--- src/sfs_regs.vh ---
// Register map, field positions and reset values for the frame sync control block.
// Included by the frame sync modules; defines only, no logic.
`ifndef SFS_REGS_VH
`define SFS_REGS_VH

// ****************************************
// Register offsets (byte addresses)
// ****************************************
`define SFS_CTRL_OFFSET    12'h000
`define SFS_STATUS_OFFSET  12'h004

// ****************************************
// Control register fields
// ****************************************
`define SFS_FRAME_EN_BIT   15
`define SFS_DIR_BIT        14
`define SFS_POL_BIT        13
`define SFS_EDGE_BIT       1
`define SFS_CTRL_RESET     16'h0000
`define SFS_CTRL_WMASK     16'hE002

// ****************************************
// Status register fields
// ****************************************
`define SFS_ST_BUSY_BIT    0
`define SFS_ST_PIN_BIT     1
`define SFS_ST_SEEN_BIT    2
`define SFS_ST_CNT_LSB     8
`define SFS_ST_CNT_MSB     15

`endif

--- src/sfs_sync2.v ---
// Two-stage synchroniser for a group of asynchronous inputs.
// Assumes the inputs are quasi-static or sampled repeatedly by the reader.
`timescale 1ns/1ps

module sfs_sync2
#(
  parameter             WIDTH   = 1,
  parameter [WIDTH-1:0] RST_VAL = {WIDTH{1'b0}}
)
(
  input  wire             clk,    // Sampling clock
  input  wire             rst_n,  // Asynchronous reset, active low
  input  wire [WIDTH-1:0] d,      // Asynchronous inputs
  output wire [WIDTH-1:0] q       // Synchronised outputs
);

  reg [WIDTH-1:0] meta_ff;
  reg [WIDTH-1:0] sync_ff;

  // Reset to each pin's idle level, so no false edge follows reset
  always @(posedge clk or negedge rst_n)
  begin
    if (!rst_n)
    begin
      meta_ff <= RST_VAL;
      sync_ff <= RST_VAL;
    end
    else
    begin
      meta_ff <= d;
      sync_ff <= meta_ff;
    end
  end

  assign q = sync_ff;

endmodule // sfs_sync2

--- src/sfs_master_gen.v ---
// Frame sync pulse generator for the master direction.
// Assumes sclk_rise is a one-cycle pulse on each rising edge of the bit clock.
`timescale 1ns/1ps

module sfs_master_gen
(
  input  wire pclk,       // System clock
  input  wire presetn,    // Asynchronous reset, active low
  input  wire start,      // Request a new frame
  input  wire enable,     // Framed master mode active
  input  wire edge_sel,   // 1: sync with first bit, 0: one bit before
  input  wire sclk_rise,  // Bit clock rising edge pulse
  output reg  sync_ff,    // Frame sync active (logical level)
  output reg  first_ff,   // First bit clock pulse
  output wire busy        // Frame sequence in progress
);

  localparam [1:0] ST_IDLE  = 2'h0;
  localparam [1:0] ST_WAIT  = 2'h1;
  localparam [1:0] ST_LEAD  = 2'h2;
  localparam [1:0] ST_PULSE = 2'h3;

  reg [1:0] state_ff;
  reg [1:0] nxt_state;
  reg       edge_ff;
  reg       nxt_sync;
  reg       nxt_first;

  always @*
  begin
    nxt_state = state_ff;
    nxt_sync  = sync_ff;
    nxt_first = 1'b0;
    case (state_ff)
      ST_IDLE:
      begin
        if (start && enable)
          nxt_state = ST_WAIT;
      end
      ST_WAIT:
      begin
        if (sclk_rise)
        begin
          nxt_sync = 1'b1;
          if (edge_ff)
          begin
            nxt_first = 1'b1;
            nxt_state = ST_PULSE;
          end
          else
            nxt_state = ST_LEAD;
        end
      end
      ST_LEAD:
      begin
        if (sclk_rise)
        begin
          nxt_first = 1'b1;
          nxt_sync  = 1'b0;
          nxt_state = ST_IDLE;
        end
      end
      ST_PULSE:
      begin
        if (sclk_rise)
        begin
          nxt_sync  = 1'b0;
          nxt_state = ST_IDLE;
        end
      end
      default:
      begin
        nxt_state = ST_IDLE;
        nxt_sync  = 1'b0;
      end
    endcase
    // Dropping the mode aborts the frame at once
    if (!enable)
    begin
      nxt_state = ST_IDLE;
      nxt_sync  = 1'b0;
      nxt_first = 1'b0;
    end
  end

  always @(posedge pclk or negedge presetn)
  begin
    if (!presetn)
    begin
      state_ff <= ST_IDLE;
      sync_ff  <= 1'b0;
      first_ff <= 1'b0;
      edge_ff  <= 1'b0;
    end
    else
    begin
      state_ff <= nxt_state;
      sync_ff  <= nxt_sync;
      first_ff <= nxt_first;
      // Timing choice frozen per frame
      if (state_ff == ST_IDLE)
        edge_ff <= edge_sel;
    end
  end

  assign busy = (state_ff != ST_IDLE);

endmodule // sfs_master_gen

--- src/sfs_frame_sync.v ---
// Frame sync control for a serial port: APB control and status registers, slave-select pin steering,
// frame sync generation (master) and detection (slave).
// Assumes the bit clock arrives asynchronously and is much slower than pclk.
`timescale 1ns/1ps
`include "sfs_regs.vh"

// Function
// - bit 15 turns slave select into sync
// - bit 14 set receives, clear generates
// - bit 13 sets sync active level
// - bit 1 coincident, else one bit early
// - other bits read zero, writes ignored
module sfs_frame_sync
#(
  parameter ADDR_W = 12
)
(
  input  wire              pclk,              // System clock, 250 MHz
  input  wire              presetn,           // Asynchronous reset, active low
  input  wire              psel,              // APB select
  input  wire              penable,           // APB enable
  input  wire              pwrite,            // APB direction, 1 = write
  input  wire [ADDR_W-1:0] paddr,             // APB byte address
  input  wire [31:0]       pwdata,            // APB write data
  output reg  [31:0]       prdata,            // APB read data
  output wire              pready,            // APB ready
  output wire              pslverr,           // APB error, unmapped address
  input  wire              sclk_pin,          // Serial bit clock pin
  input  wire              slave_select_pin_i, // Slave select pin level in
  output reg               slave_select_pin_o, // Slave select pin level out
  output reg               slave_select_pin_oe_n, // Pin drive enable, active low
  input  wire              ss_ord_o,          // Ordinary select level from engine
  input  wire              ss_ord_oe_n,       // Ordinary select drive, active low
  output reg               ss_ord_i,          // Ordinary select level to engine
  input  wire              frame_start,       // Engine asks for a master frame
  output reg               first_bit,         // First bit clock of a frame
  output wire              frame_mode,        // Framed operation enabled
  output wire              frame_busy         // Frame sequence in progress
);

  // ****************************************
  // Control register
  // ****************************************
  reg  [15:0] ctrl_ff;
  wire        wr_en;
  wire        rd_setup;
  wire        hit_ctrl;
  wire        hit_status;
  wire        en_bit;
  wire        dir_bit;
  wire        pol_bit;
  wire        edge_bit;

  assign hit_ctrl   = (paddr == `SFS_CTRL_OFFSET);
  assign hit_status = (paddr == `SFS_STATUS_OFFSET);
  assign wr_en      = psel && penable && pwrite && hit_ctrl;
  assign rd_setup   = psel && !penable && !pwrite;

  // Zero wait states; error only for addresses outside the map
  assign pready  = 1'b1;
  assign pslverr = psel && penable && !hit_ctrl && !hit_status;

  always @(posedge pclk or negedge presetn)
  begin
    if (!presetn)
      ctrl_ff <= `SFS_CTRL_RESET;
    // only the four fields are stored
    else if (wr_en)
      ctrl_ff <= pwdata[15:0] & `SFS_CTRL_WMASK;
  end

  assign en_bit   = ctrl_ff[`SFS_FRAME_EN_BIT];
  assign dir_bit  = ctrl_ff[`SFS_DIR_BIT];
  assign pol_bit  = ctrl_ff[`SFS_POL_BIT];
  assign edge_bit = ctrl_ff[`SFS_EDGE_BIT];
  assign frame_mode = en_bit;

  // ****************************************
  // Pin synchronisers
  // ****************************************
  wire [1:0] pin_sync;
  wire       sclk_s;
  wire       ss_s;
  reg        sclk_d_ff;
  wire       sclk_rise;

  // Select idles high, so it resets to one
  sfs_sync2
  #(
    .WIDTH   (2),
    .RST_VAL (2'b10)
  )
  u_sync
  (
    .clk     (pclk),
    .rst_n   (presetn),
    .d       ({slave_select_pin_i, sclk_pin}),
    .q       (pin_sync)
  );

  assign sclk_s = pin_sync[0];
  assign ss_s   = pin_sync[1];

  always @(posedge pclk or negedge presetn)
  begin
    if (!presetn)
      sclk_d_ff <= 1'b0;
    else
      sclk_d_ff <= sclk_s;
  end

  assign sclk_rise = sclk_s && !sclk_d_ff;

  // ****************************************
  // Master direction
  // ****************************************
  wire master_en;
  wire m_sync;
  wire m_first;
  wire m_busy;

  assign master_en = en_bit && !dir_bit;

  // device generates the pulse as master
  sfs_master_gen u_master
  (
    .pclk      (pclk),
    .presetn   (presetn),
    .start     (frame_start),
    .enable    (master_en),
    .edge_sel  (edge_bit),
    .sclk_rise (sclk_rise),
    .sync_ff   (m_sync),
    .first_ff  (m_first),
    .busy      (m_busy)
  );

  // ****************************************
  // Slave direction
  // ****************************************
  wire slave_en;
  wire ss_active;
  reg  prev_act_ff;
  reg  pend_ff;
  reg  s_first_ff;
  reg  nxt_pend;
  reg  nxt_s_first;

  assign slave_en = en_bit && dir_bit;

  // level equal to polarity bit means active
  assign ss_active = (ss_s == pol_bit);

  always @*
  begin
    nxt_pend    = pend_ff;
    nxt_s_first = 1'b0;
    if (sclk_rise)
    begin
      if (pend_ff)
      begin
        nxt_s_first = 1'b1;
        nxt_pend    = 1'b0;
      end
      // new pulse seen at a bit clock edge
      else if (ss_active && !prev_act_ff)
      begin
        if (edge_bit)
          nxt_s_first = 1'b1;
        else
          nxt_pend = 1'b1;
      end
    end
    if (!slave_en)
    begin
      nxt_pend    = 1'b0;
      nxt_s_first = 1'b0;
    end
  end

  always @(posedge pclk or negedge presetn)
  begin
    if (!presetn)
    begin
      prev_act_ff <= 1'b0;
      pend_ff     <= 1'b0;
      s_first_ff  <= 1'b0;
    end
    else
    begin
      // Sampled only on bit clock edges, like the partner drives it
      if (sclk_rise)
        prev_act_ff <= ss_active && slave_en;
      else if (!slave_en)
        prev_act_ff <= 1'b0;
      pend_ff    <= nxt_pend;
      s_first_ff <= nxt_s_first;
    end
  end

  // ****************************************
  // Pin steering and engine outputs
  // ****************************************
  reg nxt_pin_o;
  reg nxt_pin_oe_n;
  reg nxt_ord_i;

  always @*
  begin
    // ordinary select function when framing is off
    nxt_pin_o    = ss_ord_o;
    nxt_pin_oe_n = ss_ord_oe_n;
    nxt_ord_i    = ss_s;
    if (en_bit)
    begin
      nxt_ord_i = 1'b1;
      if (dir_bit)
      begin
        nxt_pin_o    = 1'b0;
        nxt_pin_oe_n = 1'b1;
      end
      else
      begin
        nxt_pin_o    = pol_bit ? m_sync : !m_sync;
        nxt_pin_oe_n = 1'b0;
      end
    end
  end

  always @(posedge pclk or negedge presetn)
  begin
    if (!presetn)
    begin
      slave_select_pin_o    <= 1'b1;
      slave_select_pin_oe_n <= 1'b1;
      ss_ord_i              <= 1'b1;
      first_bit             <= 1'b0;
    end
    else
    begin
      slave_select_pin_o    <= nxt_pin_o;
      slave_select_pin_oe_n <= nxt_pin_oe_n;
      ss_ord_i              <= nxt_ord_i;
      first_bit             <= (m_first && master_en) || s_first_ff;
    end
  end

  assign frame_busy = m_busy || pend_ff;

  // ****************************************
  // Status: sticky seen flag and frame count
  // ****************************************
  reg       seen_ff;
  reg [7:0] cnt_ff;
  wire      clr_seen;

  // Writing one to the seen bit clears it; a new frame wins
  assign clr_seen = psel && penable && pwrite && hit_status && pwdata[`SFS_ST_SEEN_BIT];

  always @(posedge pclk or negedge presetn)
  begin
    if (!presetn)
    begin
      seen_ff <= 1'b0;
      cnt_ff  <= 8'h00;
    end
    else
    begin
      if (first_bit)
      begin
        seen_ff <= 1'b1;
        cnt_ff  <= cnt_ff + 8'h01;
      end
      else if (clr_seen)
        seen_ff <= 1'b0;
    end
  end

  // ****************************************
  // Read data, captured in the setup cycle
  // ****************************************
  reg [31:0] nxt_rdata;

  always @*
  begin
    nxt_rdata = 32'h0000_0000;
    // unimplemented bits come back as zero
    if (hit_ctrl)
      nxt_rdata[15:0] = ctrl_ff & `SFS_CTRL_WMASK;
    else if (hit_status)
    begin
      nxt_rdata[`SFS_ST_BUSY_BIT] = frame_busy;
      nxt_rdata[`SFS_ST_PIN_BIT]  = ss_s;
      nxt_rdata[`SFS_ST_SEEN_BIT] = seen_ff;
      nxt_rdata[`SFS_ST_CNT_MSB:`SFS_ST_CNT_LSB] = cnt_ff;
    end
  end

  always @(posedge pclk or negedge presetn)
  begin
    if (!presetn)
      prdata <= 32'h0000_0000;
    else if (rd_setup)
      prdata <= nxt_rdata;
  end

endmodule // sfs_frame_sync

--- config.mk ---
export PLATFORM = sky130hd
export DESIGN_NAME = sfs_frame_sync
export DESIGN_NICKNAME = d
export VERILOG_FILES = /design/src/sfs_sync2.v /design/src/sfs_master_gen.v /design/src/sfs_frame_sync.v
export VERILOG_INCLUDE_DIRS = /design/src
export SDC_FILE = /design/constraint.sdc
export NUM_CORES = 1
export LEC_CHECK = 0
export ABC_AREA = 1
export BUFFER_PORTS_ARGS = -buffer_cell sky130_fd_sc_hd__buf_2
export CAP_MARGIN = 10
export CORE_ASPECT_RATIO = 0.5
export CORE_MARGIN = 4
export CORE_UTILIZATION = 42
export CTS_CLUSTER_DIAMETER = 60
export DETAILED_ROUTE_END_ITERATION = 7
export PLACE_DENSITY = 0.86
export SYNTH_ARGS = -nofsm -noshare
export SYNTH_HDL_FRONTEND = slang
export SYNTH_HIERARCHICAL = 1
export SYNTH_SLANG_ARGS = --single-unit
--- constraint.sdc ---
create_clock -name pclk -period 1.2 [get_ports pclk]
set_clock_uncertainty 0.05 [all_clocks]
set_input_delay 0.24 -clock pclk [delete_from_list [all_inputs] [get_ports pclk]]
set_output_delay 0.24 -clock pclk [all_outputs]
set_load 0.01 [all_outputs]
# After elaboration in Yosys (flattened, before gate mapping)
# Index checks and enable logic that the tools add are counted.
# Widths: inputs -> output; s select.
# classes
add_sub_neg	1
eq_ne	10
mux	39
n_reduce_logical	33
# op_table
operator	n
$mux 1	28
$logic_and 1x1->1	16
$mux 8	2
$eq 12x3->1 const B	1
$logic_not 12->1	1
$add 8x1->8 const B	1
$logic_not 1->1	8
$mux 2	4
$mux 3	2
$ne 3x2->1 const B	2
$ne 3x3->1 const B	2
$pmux 2 s3	1
$reduce_and 3->1	2
$eq 2x2->1 const B	2
$pmux 1 s2	2
$reduce_bool 2->1	2
$eq 2x1->1 const B	1
$logic_not 2->1	1
$logic_or 1x1->1	2
$ne 2x2->1 const B	1
$reduce_or 2->1	1
$eq 1x1->1	1
# totals
ff_bits	41
inputBits	54
output_inout_bits	40
elab_cells	101

# Depth between registers and ports, before layout
# Gate-level depths: netlist (run 1).
# logic_depth
ltp_word	6
ltp_mapped	8
mapped_depth_nobuf	8

# Hierarchy
# Netlist (run 1), hierarchy kept.
# modules_own_cells
mod	n_inst	cells_per_inst	area_per_inst_um2	seq_area_each_um2
sfs_frame_sync	1	198	1706.6	804.5
sfs_master_gen	1	41	312.8	125.1
sfs_sync2	1	4	102.6	102.6

# Worst setup path after synthesis (run 1)
# Ideal clock, no wire load.
# synth_path
path_kind	reg2reg
from	reg ctrl_ff[15]
to	reg u_master.sync_ff
setup_ns	0.063
arrival_ns	1.191
required_time_ns	1.087
path_slack_ns	-0.104
path_stages_with_launch	9
n_path_buf	0
synth_period_minus_slack_ns	1.304
path_cell_list	dfrtp_1 inv_1 nor2_1 inv_2 nor2_2 nand2_2 o21ai_0 nand2_1 inv_1
# synth_between
elab_chain_len	3
word_cells_on_any_way	6
cone_classes	eq/ne (3); mux (1); reduce/logical (2)
# synth_lines
item	line_no	source
start, declared	sfs_frame_sync.v:44	reg [15:0] ctrl_ff;
start signal, assigned	sfs_frame_sync.v:66	ctrl_ff <= `SFS_CTRL_RESET;
start signal, assigned	sfs_frame_sync.v:69	ctrl_ff <= pwdata[15:0] & `SFS_CTRL_WMASK;
$logic_and 1x1->1 *	sfs_frame_sync.v:122	assign master_en = en_bit && !dir_bit;
net master_en	sfs_frame_sync.v:117	wire master_en;
$ne 3x3->1 (no source line) / $ne 3x2->1 (equally long branches)	-	
$reduce_and 3->1 (no source line)	-	
end signal, assigned	sfs_master_gen.v:98	sync_ff <= nxt_sync;
end, declared	sfs_master_gen.v:13	output reg sync_ff,
# Mark *: on every way through the listed nets, which the timed path passes. The rest lies on a longest branch.
# A chain may end at the register's enable or synchronous reset.

# Worst setup path after layout (run 1)
# layout_path
from	reg u_master.state_ff[0]
to	out frame_busy
# layout_between
elab_chain_len	2
# layout_lines
item	line_no	source
start, declared	sfs_master_gen.v:23	reg [1:0] state_ff;
start signal, assigned	sfs_master_gen.v:97	state_ff <= nxt_state;
$reduce_bool 2->1	sfs_master_gen.v:106	assign busy = (state_ff != ST_IDLE);
net m_busy	sfs_frame_sync.v:120	wire m_busy;
$logic_or 1x1->1	sfs_frame_sync.v:248	assign frame_busy = m_busy || pend_ff;
end, declared	sfs_frame_sync.v:38	output wire frame_busy
# The timed path passes the listed nets, and every way through them passes these cells.

==> metrics, run 1 <==
run status=finished, violations left; violated checks=negative setup slack; routed vias/inst=4.873; Clock Latency Late Sink=0.30 ns; post-route DRC violation count=0; placed cells=369; Combinational Power Share=8.6%; GRT Resource Usage Total=16.75%; Max Cap Viol=0; nature of the critical path endpoint=primary output; CTS Buf Count=5; Rows=17; I/O Buffers=44; nets=387; Power Density=859.4 mW/mm^2; EDFF count, synth=0; layout cells sized above 1=42.86%; worst setup margin=-0.4215 ns; antenna viol nets, final=0; clk buf depth=2; # IOs=94; first-pass GRT wire length=8.224 mm; Hold Path Stages=3; synth top area cells=dfrtp_1, nand2_1, buf_4; cell with the most instances after synthesis=nand2_1; vias post-DR=1925; routed wire length=5.576 mm; register share of total power=56.4%; Setup crit start kind=register; grt ovf=0; Root Driver=clkbuf_8; dominant synthesized flop cell=dfrtp_1; register bit total from synthesis=41; Pleak=1.636 nW; achievable clock frequency=0.6167 GHz; die width=108.5 um; Slowest Stage Delay on Critical Path=0.41 ns; area of the core=0.004637 mm^2; Die H=58.26 um; Clock transition at path regs=0.08 ns; Net Sw Frac=24.63%; Reg2Reg Depth=8; first drt pass iteration count=4; register area share after synthesis=48.64%; Net Sw Power=0.6155 mW; DR iter-0 viols=116; WP data arrival=1.33 ns; area leader, netlist=dfrtp_1; Post-Syn Area=0.002122 mm^2; fin crit period=1.622 ns; H-tree levels=2; final setup fails=11; crit path max fanout=2; Final Hold Slack=0.07727 ns; CP Cell Sequence=inv_2 -> ha_4 -> inv_2 -> or2_4 -> buf_6; syn_area_per_cell=8.733 um^2; Initial Utilization=45.76%; final hold vios=0; Yosys cell types=30; CTS sink count=41; area grow syn2layout=37.03%; fin crit share=135.1%; Crit-path slowest cell=dfrtp_1; worst vdd ir=0.3816 mV; asr flop ratio synth=100.0%; critical path class=register to primary output; Int Pwr=1.883 mW; most common library cells after synthesis=nand2_1, dfrtp_1, inv_1, buf_4, nand3_1; Final Max Slew Viols=0; Die ar.=0.006323 mm^2; CP most frequent cell=inv_2; yosys warns=6; fillers=335; top-area cell type share of the netlist area=42.45%; RSZ-0062 raised after global routing=yes; GP Congestion=0.8352; Syn Inst Count=243; Ant. Diodes=0; Final Non-Filler Cells=395; largest net degree at the start of global routing=42; clock power share=35.0%; initial antenna violation count=0; Hold WC Path Type=input port to register; TritonCTS clock tree=yes; DR WL/cell=14.12 um; Worst EP required=0.91 ns; vias in the first global route=1813; post-DP HPWL=3.470 mm
-- metrics by stage --
| stage | area (um^2) | utilization [%] | setup TNS [ns] | power (mW) | setup slack, ns |
|---|---|---|---|---|---|
| 5_1_grt | 2908 | 62.71 | -1.901 | 2.607 | -0.4754 |
| 6_report | 2908 | 62.71 | -1.122 | 2.499 | -0.4215 |
| 3_3_place_gp | 2514 | 54.21 | -0.5758 | 1.613 | -0.1086 |
| 4_1_cts | 2779 | 59.93 | -0.8401 | 2.481 | -0.3868 |
| 3_5_place_dp | 2514 | 54.21 | -1.199 | 1.619 | -0.1383 |
| 2_1_floorplan | 2210 | - | -0.02392 | 1.572 | -0.01224 |
-- flip-flops by register name, summed over array words and instances, names as in the netlist --
signal	flops
u_sync/meta_ff	2
u_sync/q	2
prev_act_ff	1
seen_ff	1
prdata	11
pend_ff	1
u_master/state_ff	2
u_master/first_ff	1
ss_ord_i	1
first_bit	1
u_master/edge_ff	1
slave_select_pin_o	1
ctrl_ff	4
cnt_ff	8
s_first_ff	1
u_master/sync_ff	1
sclk_d_ff	1
slave_select_pin_oe_n	1
-- worst max-delay path: cells and delay by family (launching register included) --
kind / cells / cell delay [ns]
adder cells (fa/ha/maj): 1 / 0.14
buffers and inverters: 3 / 0.25
flip-flops: 1 / 0.41
AND/OR/NAND/NOR: 1 / 0.24
-- cells by family (layout without fill, tap and decap cells) --
| kind of cell | count (synthesis) | in the layout | share of synthesized area (%) |
|---|---|---|---|
| compound gates | 15 | 15 | 4.068 |
| xor+xnor | 7 | 7 | 2.889 |
| fa+ha+maj | 5 | 5 | 2.948 |
| buf+inv | 50 | 116 | 12.79 |
| flops | 41 | 41 | 48.64 |
| other cells | 2 | 22 | 0.3539 |
| simple gates | 123 | 123 | 28.30 |
-- cells in the final DEF, fill, tap and decap left out, types with 6 or more instances in the layout --
cell and instances:
buf_2 38, buf_4 29, nand3_1 16, dfrtp_1 36
conb_1 22, nor2_4 7, inv_1 18, nor2_2 8
inv_2 8, nand2_2 6, buf_6 10, nand2_1 67
-- what timing repair did --
action,in CTS,in global routing
gates resized for setup,24,20
pin swaps,13,14
endpoints found under the setup margin,13,16
hold buffers,3,0
buffers inserted,8,8
endpoints found under the hold margin,38,0
-- power by group through the flow --
stage          logic, mW  clock network, mW  registers [mW]
3_5_place_dp       0.186                  0            1.43
6_report           0.214              0.875            1.41
4_1_cts            0.202              0.871            1.41
3_3_place_gp       0.180                  0            1.43
5_1_grt            0.237              0.959            1.41
2_1_floorplan      0.136                  0            1.44
-- worst paths after layout --
| check | to | slack, ns | startpoint |
|---|---|---|---|
| setup / recovery | frame_busy | -0.42 | u_master/state_ff[0]$_DFFE_PN0P_ |
| hold / removal | slave_select_pin_oe_n$_DFF_PN1_ | 0.08 | ss_ord_oe_n |
| setup reg to reg | u_master/state_ff[1]$_DFFE_PN0P_ | -0.16 | u_master/state_ff[0]$_DFFE_PN0P_ |
| hold reg to reg | u_sync/q[0]$_DFF_PN0_ | 0.31 | u_sync/meta_ff[0]$_DFF_PN0_ |
| max in group asynchronous | slave_select_pin_o$_DFF_PN1_ | 0.45 | presetn |
| min in group asynchronous | prdata[10]$_DFFE_PN0P_ | 0.39 | presetn |
-- routing by layer --
layer  global-route usage (%)  share of wire, %  vias up
li1                         -                 -      889
met2                    30.55                51       97
met5                        0                 0        -
met1                    19.09                38      917
met3                    3.782               7.4       22
met4                    7.194               3.6        0
-- layout make-up --
| cell class | count | area, um^2 | share of cell area (%) |
|---|---|---|---|
| multi-input combinational | 172 | 1022 | 35.15 |
| clock inverter | 2 | 10.01 | 0.3442 |
| timing repair buffer | 82 | 590.6 | 20.31 |
| inverter | 26 | 97.59 | 3.356 |
| clock buffer | 6 | 72.57 | 2.496 |
| sequential | 41 | 1032 | 35.50 |
| tap | 66 | 82.58 | 2.840 |
Note: power is estimated with default switching activity, not from simulation.
==> inputs of run 2 (changes only) <==
SKIP_CTS_REPAIR_TIMING = 1   (was not set)
==> metrics, run 2 (synthesis results as in run 1) <==
Die H=58.26 um; final core occ=61.68%; achievable clock frequency=0.6167 GHz; max FFs per register=11; grt ovf=0; layout cells sized above 1=39.69%; CP Depth=5; Regs by FF count=prdata x11, cnt_ff x8, ctrl_ff x4; Crit-path slowest cell=dfrtp_1; CTS Buf Count=5; Clock transition at path regs=0.07 ns; largest net degree at the start of global routing=42; FF-to-FF setup slack=-0.22 ns; CP Cell Sequence=inv_2 -> ha_4 -> inv_2 -> or2_4 -> buf_6; clk buf depth=2; H-tree levels=2; CP most frequent cell=inv_2; Max Cap Viol=0; Root Driver=clkbuf_8; Pleak=1.608 nW; r2r endpoint=u_master/state_ff[0]$_DFFE_PN0P_; first drt pass iteration count=4; final instance area=0.002860 mm^2; Worst EP required=0.91 ns; fin crit period=1.622 ns; Slowest Stage Delay on Critical Path=0.40 ns; Setup crit start kind=register; Hold Path Stages=3; worst vdd ir=0.4624 mV; commonest non-fill, non-tap cell in the layout=nand2_1; setup tns final=-1.343 ns; run status=finished, violations left; met2 wire len=2.701 mm; Top reg by flops=prdata; fillers=339; M1 wire length=2.146 mm; Met3 Routed Length=269 um; Initial Utilization=45.76%; vias post-DR=1817; Hold WC Path Type=input port to register; DR iter-0 viols=52; area of the core=0.004637 mm^2; RR Startpoint=u_master/state_ff[1]$_DFFE_PN0P_; routed vias/inst=4.647; die width=108.5 um; GRT Resource Usage Total=14.72%; GP Congestion=0.8352; post-route DRC violation count=0; DR WL/cell=13.33 um; Rows=17; final hold vios=0; I/O Buffers=44; Reg2Reg Depth=9; most frequent cells in the layout=nand2_1, buf_2, dfrtp_1, buf_4, conb_1; routed wire length=5.212 mm; area grow syn2layout=34.79%; initial antenna violation count=0; worst setup margin=-0.4215 ns; nature of the critical path endpoint=primary output; Clock Latency Late Sink=0.30 ns; post-DP HPWL=3.470 mm; fin crit share=135.1%; critical path class=register to primary output; highest routed metal layer=met4; dpl ws=-0.1383 ns; Ant. Diodes=0; TritonCTS clock tree=yes; worst hold path startpoint=ss_ord_oe_n; Die ar.=0.006323 mm^2; crit path max fanout=2; vias in the first global route=1685; sink of the worst hold path=slave_select_pin_oe_n$_DFF_PN1_; Final Max Slew Viols=0; antenna viol nets, final=0; final setup fails=11; # IOs=94; RSZ-0062 raised after global routing=yes; Power Density=873.0 mW/mm^2; Design Power=2.497 mW; first-pass GRT wire length=7.327 mm; family with the most delay on the worst path=flip-flops; placed cell areas=0.002514 mm^2; CTS sink count=41; WP data arrival=1.33 ns; nets=383; violated checks=negative setup slack; Worst Path Buf+Inv=3
-- run 2: worst max-delay path by stage --
stage                                startpoint                            to  slack, ns
6_report       u_master/state_ff[1]$_DFFE_PN0P_                    frame_busy      -0.42
5_1_grt        u_master/state_ff[1]$_DFFE_PN0P_                    frame_busy      -0.48
4_1_cts        u_master/state_ff[1]$_DFFE_PN0P_                    frame_busy      -0.45
3_5_place_dp   u_master/state_ff[0]$_DFFE_PN0P_  u_master/sync_ff$_DFFE_PN0P_      -0.14
3_3_place_gp   u_master/state_ff[0]$_DFFE_PN0P_                    frame_busy      -0.11
2_1_floorplan  u_master/state_ff[1]$_DFFE_PN0P_                    frame_busy      -0.01
-- run 2: metal layers --
metal | track usage [%] | up-vias
met5 | 0 | -
met4 | 5.036 | 0
met3 | 3.115 | 12
met2 | 27.22 | 60
met1 | 17.13 | 866
li1 | - | 879
-- run 2: power by group --
group	total [mW]	leakage (nW)	internal, mW	switching, mW
combinational	0.217	1.02	0.0839	0.133
clock	0.870	0.0450	0.403	0.467
sequential	1.41	0.542	1.40	0.00804
total	2.50	1.61	1.89	0.609
-- run 2: metrics by stage --
| step | hold WS [ns] | instances |
|---|---|---|
| after global routing | 0.07365 | 391 |
| final | 0.08198 | 391 |
| after CTS | -0.1370 | 377 |
| after global placement | 0.1712 | 369 |
| after detailed placement | 0.1763 | 369 |
| after floorplan | -0.1056 | 263 |
-- run 2: cell type report --
class	instances	area, um^2	area share [%]
clock buffers	6	72.57	2.537
clock inverters	2	10.01	0.3500
inverters	26	97.59	3.412
multi-input cells	172	994.7	34.78
flip-flops and latches	41	1033	36.13
well taps	66	82.58	2.887
repair buffers	78	569.3	19.90
-- run 2: tightest hold or removal path, stage by stage --
cell,delay (ns)
buf_2,0.10
nand2_1,0.05
nand2_1,0.04
==> inputs of run 3 (changes only) <==
SYNTH_HIERARCHICAL = not set   (was 1)
==> metrics, run 3 <==
H-tree levels=2; syn_area_per_cell=8.948 um^2; Reg2Reg Depth=8; Post-Syn Area=0.002121 mm^2; Worst EP required=1.34 ns; nature of the critical path endpoint=register; sink of the worst hold path=slave_select_pin_oe_n$_DFF_PN1_; Yosys cell types=34; Final Hold Slack=0.08546 ns; RR Startpoint=u_master.state_ff[1]$_DFFE_PN0P_; Power Density=900.2 mW/mm^2; r2r endpoint=u_master.state_ff[1]$_DFFE_PN0P_; initial antenna violation count=0; register area share after synthesis=48.67%; grt ovf=0; TritonCTS clock tree=yes; worst vdd ir=0.3837 mV; setup tns final=-0.9686 ns; DR WL/cell=14.35 um; vias post-DR=1779; EDFF count, synth=0; WP data arrival=1.62 ns; Top reg by flops=prdata; routed wire length=5.423 mm; Synth Area in Adders=3.540%; post-DP HPWL=3.479 mm; Clock Latency Late Sink=0.30 ns; worst hold path startpoint=ss_ord_oe_n; post-synthesis compound-gate area fraction=6.372%; Setup crit start kind=register; Hold Path Stages=3; Design Power=2.539 mW; Regs by FF count=prdata x11, cnt_ff x8, ctrl_ff x4; worst setup margin=-0.2731 ns; synth top area cells=dfrtp_1, nand2_1, buf_4; crit path max fanout=4; top-area cell type share of the netlist area=42.48%; Ant. Diodes=0; nets=371; final setup fails=10; max FFs per register=11; FF-to-FF setup slack=-0.27 ns; area of the core=0.004637 mm^2; final hold vios=0; post-route DRC violation count=0; layout cells sized above 1=41.03%; RSZ-0062 raised after global routing=yes; fin crit period=1.473 ns; Max Cap Viol=0; Die H=58.25 um; multiplexer share of the synthesized area=0.5310%; Hold WC Path Type=input port to register; asr flop ratio synth=100.0%; Pleak=1.508 nW; Root Driver=clkbuf_8; GP Congestion=0.8313; CTS sink count=41; largest net degree at the start of global routing=23; dominant synthesized flop cell=dfrtp_1; largest family of logic cells by synthesized area=simple AND/OR/NAND/NOR gates; routed vias/inst=4.706; register bit total from synthesis=41; run status=finished, violations left; Final Max Slew Viols=0; # IOs=94; yosys warns=0; Rows=17; violated checks=negative setup slack; Syn Inst Count=237; cell with the most instances after synthesis=nand2_1; I/O Buffers=44; antenna viol nets, final=0; final core occ=60.82%; critical path class=register to register; CTS Buf Count=5; GRT Resource Usage Total=14.87%; Clock transition at path regs=0.08 ns; first drt pass iteration count=4; XOR/XNOR share of the synthesized area=3.304%; clk buf depth=2; first-pass GRT wire length=7.320 mm; Initial Utilization=45.74%; area leader, netlist=dfrtp_1; die width=108.5 um; achievable clock frequency=0.6788 GHz; DR iter-0 viols=119; most common library cells after synthesis=nand2_1, dfrtp_1, buf_4, inv_1; Die ar.=0.006319 mm^2; Synth Area in Simple Gates=23.72%; placed cell areas=0.002444 mm^2; most frequent cells in the layout=nand2_1, dfrtp_1, buf_2, conb_1, buf_4; fin crit share=122.8%; final instance area=0.002820 mm^2; vias in the first global route=1644; area grow syn2layout=32.98%; commonest non-fill, non-tap cell in the layout=nand2_1
==> run 3: kinds of logic (layout without fill, tap and decap cells) <==
logic type,after synthesis,in the layout
buf+inv,53,108
compound gates,23,23
flops,41,41
mux,1,1
fa+ha+maj,6,6
simple gates,103,103
other cells,2,22
xor+xnor,8,8
==> run 3: worst max path at each step <==
| stage | startpoint | end |
|---|---|---|
| finish | u_master.state_ff[1]$_DFFE_PN0P_ | u_master.state_ff[1]$_DFFE_PN0P_ |
| floorplan | u_master.state_ff[1]$_DFFE_PN0P_ | u_master.state_ff[1]$_DFFE_PN0P_ |
| global placement | paddr[11] | pslverr |
| CTS | u_master.state_ff[0]$_DFFE_PN0P_ | frame_busy |
| detailed placement | u_master.state_ff[1]$_DFFE_PN0P_ | u_master.state_ff[1]$_DFFE_PN0P_ |
| global route | u_master.state_ff[1]$_DFFE_PN0P_ | frame_busy |
==> run 3: area by class of cell <==
cell class | instances | area [um^2]
repair buffers | 71 | 525.5
multi-input cells | 163 | 989.7
inverters | 29 | 108.9
well taps | 66 | 82.58
fillers | 348 | 1817
clock inverters | 1 | 5.005
flip-flops and latches | 41 | 1032
clock buffers | 7 | 76.32
==> run 3: per-layer routing <==
metal | track usage, % | routed length, um | vias to the layer above
met3 | 4.561 | 380 | 26
met5 | 0 | 0 | -
met4 | 5.216 | 240 | 0
met1 | 15.96 | 2149 | 830
met2 | 28.01 | 2652 | 88
li1 | - | - | 835
==> run 3: stage by stage <==
stage | setup slack (ns) | instances
floorplan | 0.006091 | 257
finish | -0.2731 | 378
global placement | -0.04710 | 356
detailed placement | -0.1616 | 356
global route | -0.3200 | 378
CTS | -0.3891 | 364
==> run 3: critical path: stages, from the launching register on <==
cell	delay, ns
dfrtp_1	0.42
inv_2	0.08
buf_4	0.14
ha_4	0.15
nand3b_1	0.20
nand2_2	0.11
nand2_2	0.06
nand2_1	0.08
a21oi_2	0.06
==> run 3: power by group <==
part / leakage [nW] / internal (mW) / switching (mW)
clock network: 0.0422 / 0.408 / 0.480
registers: 0.544 / 1.40 / 0.00787
logic: 0.922 / 0.0944 / 0.147
total: 1.51 / 1.90 / 0.635
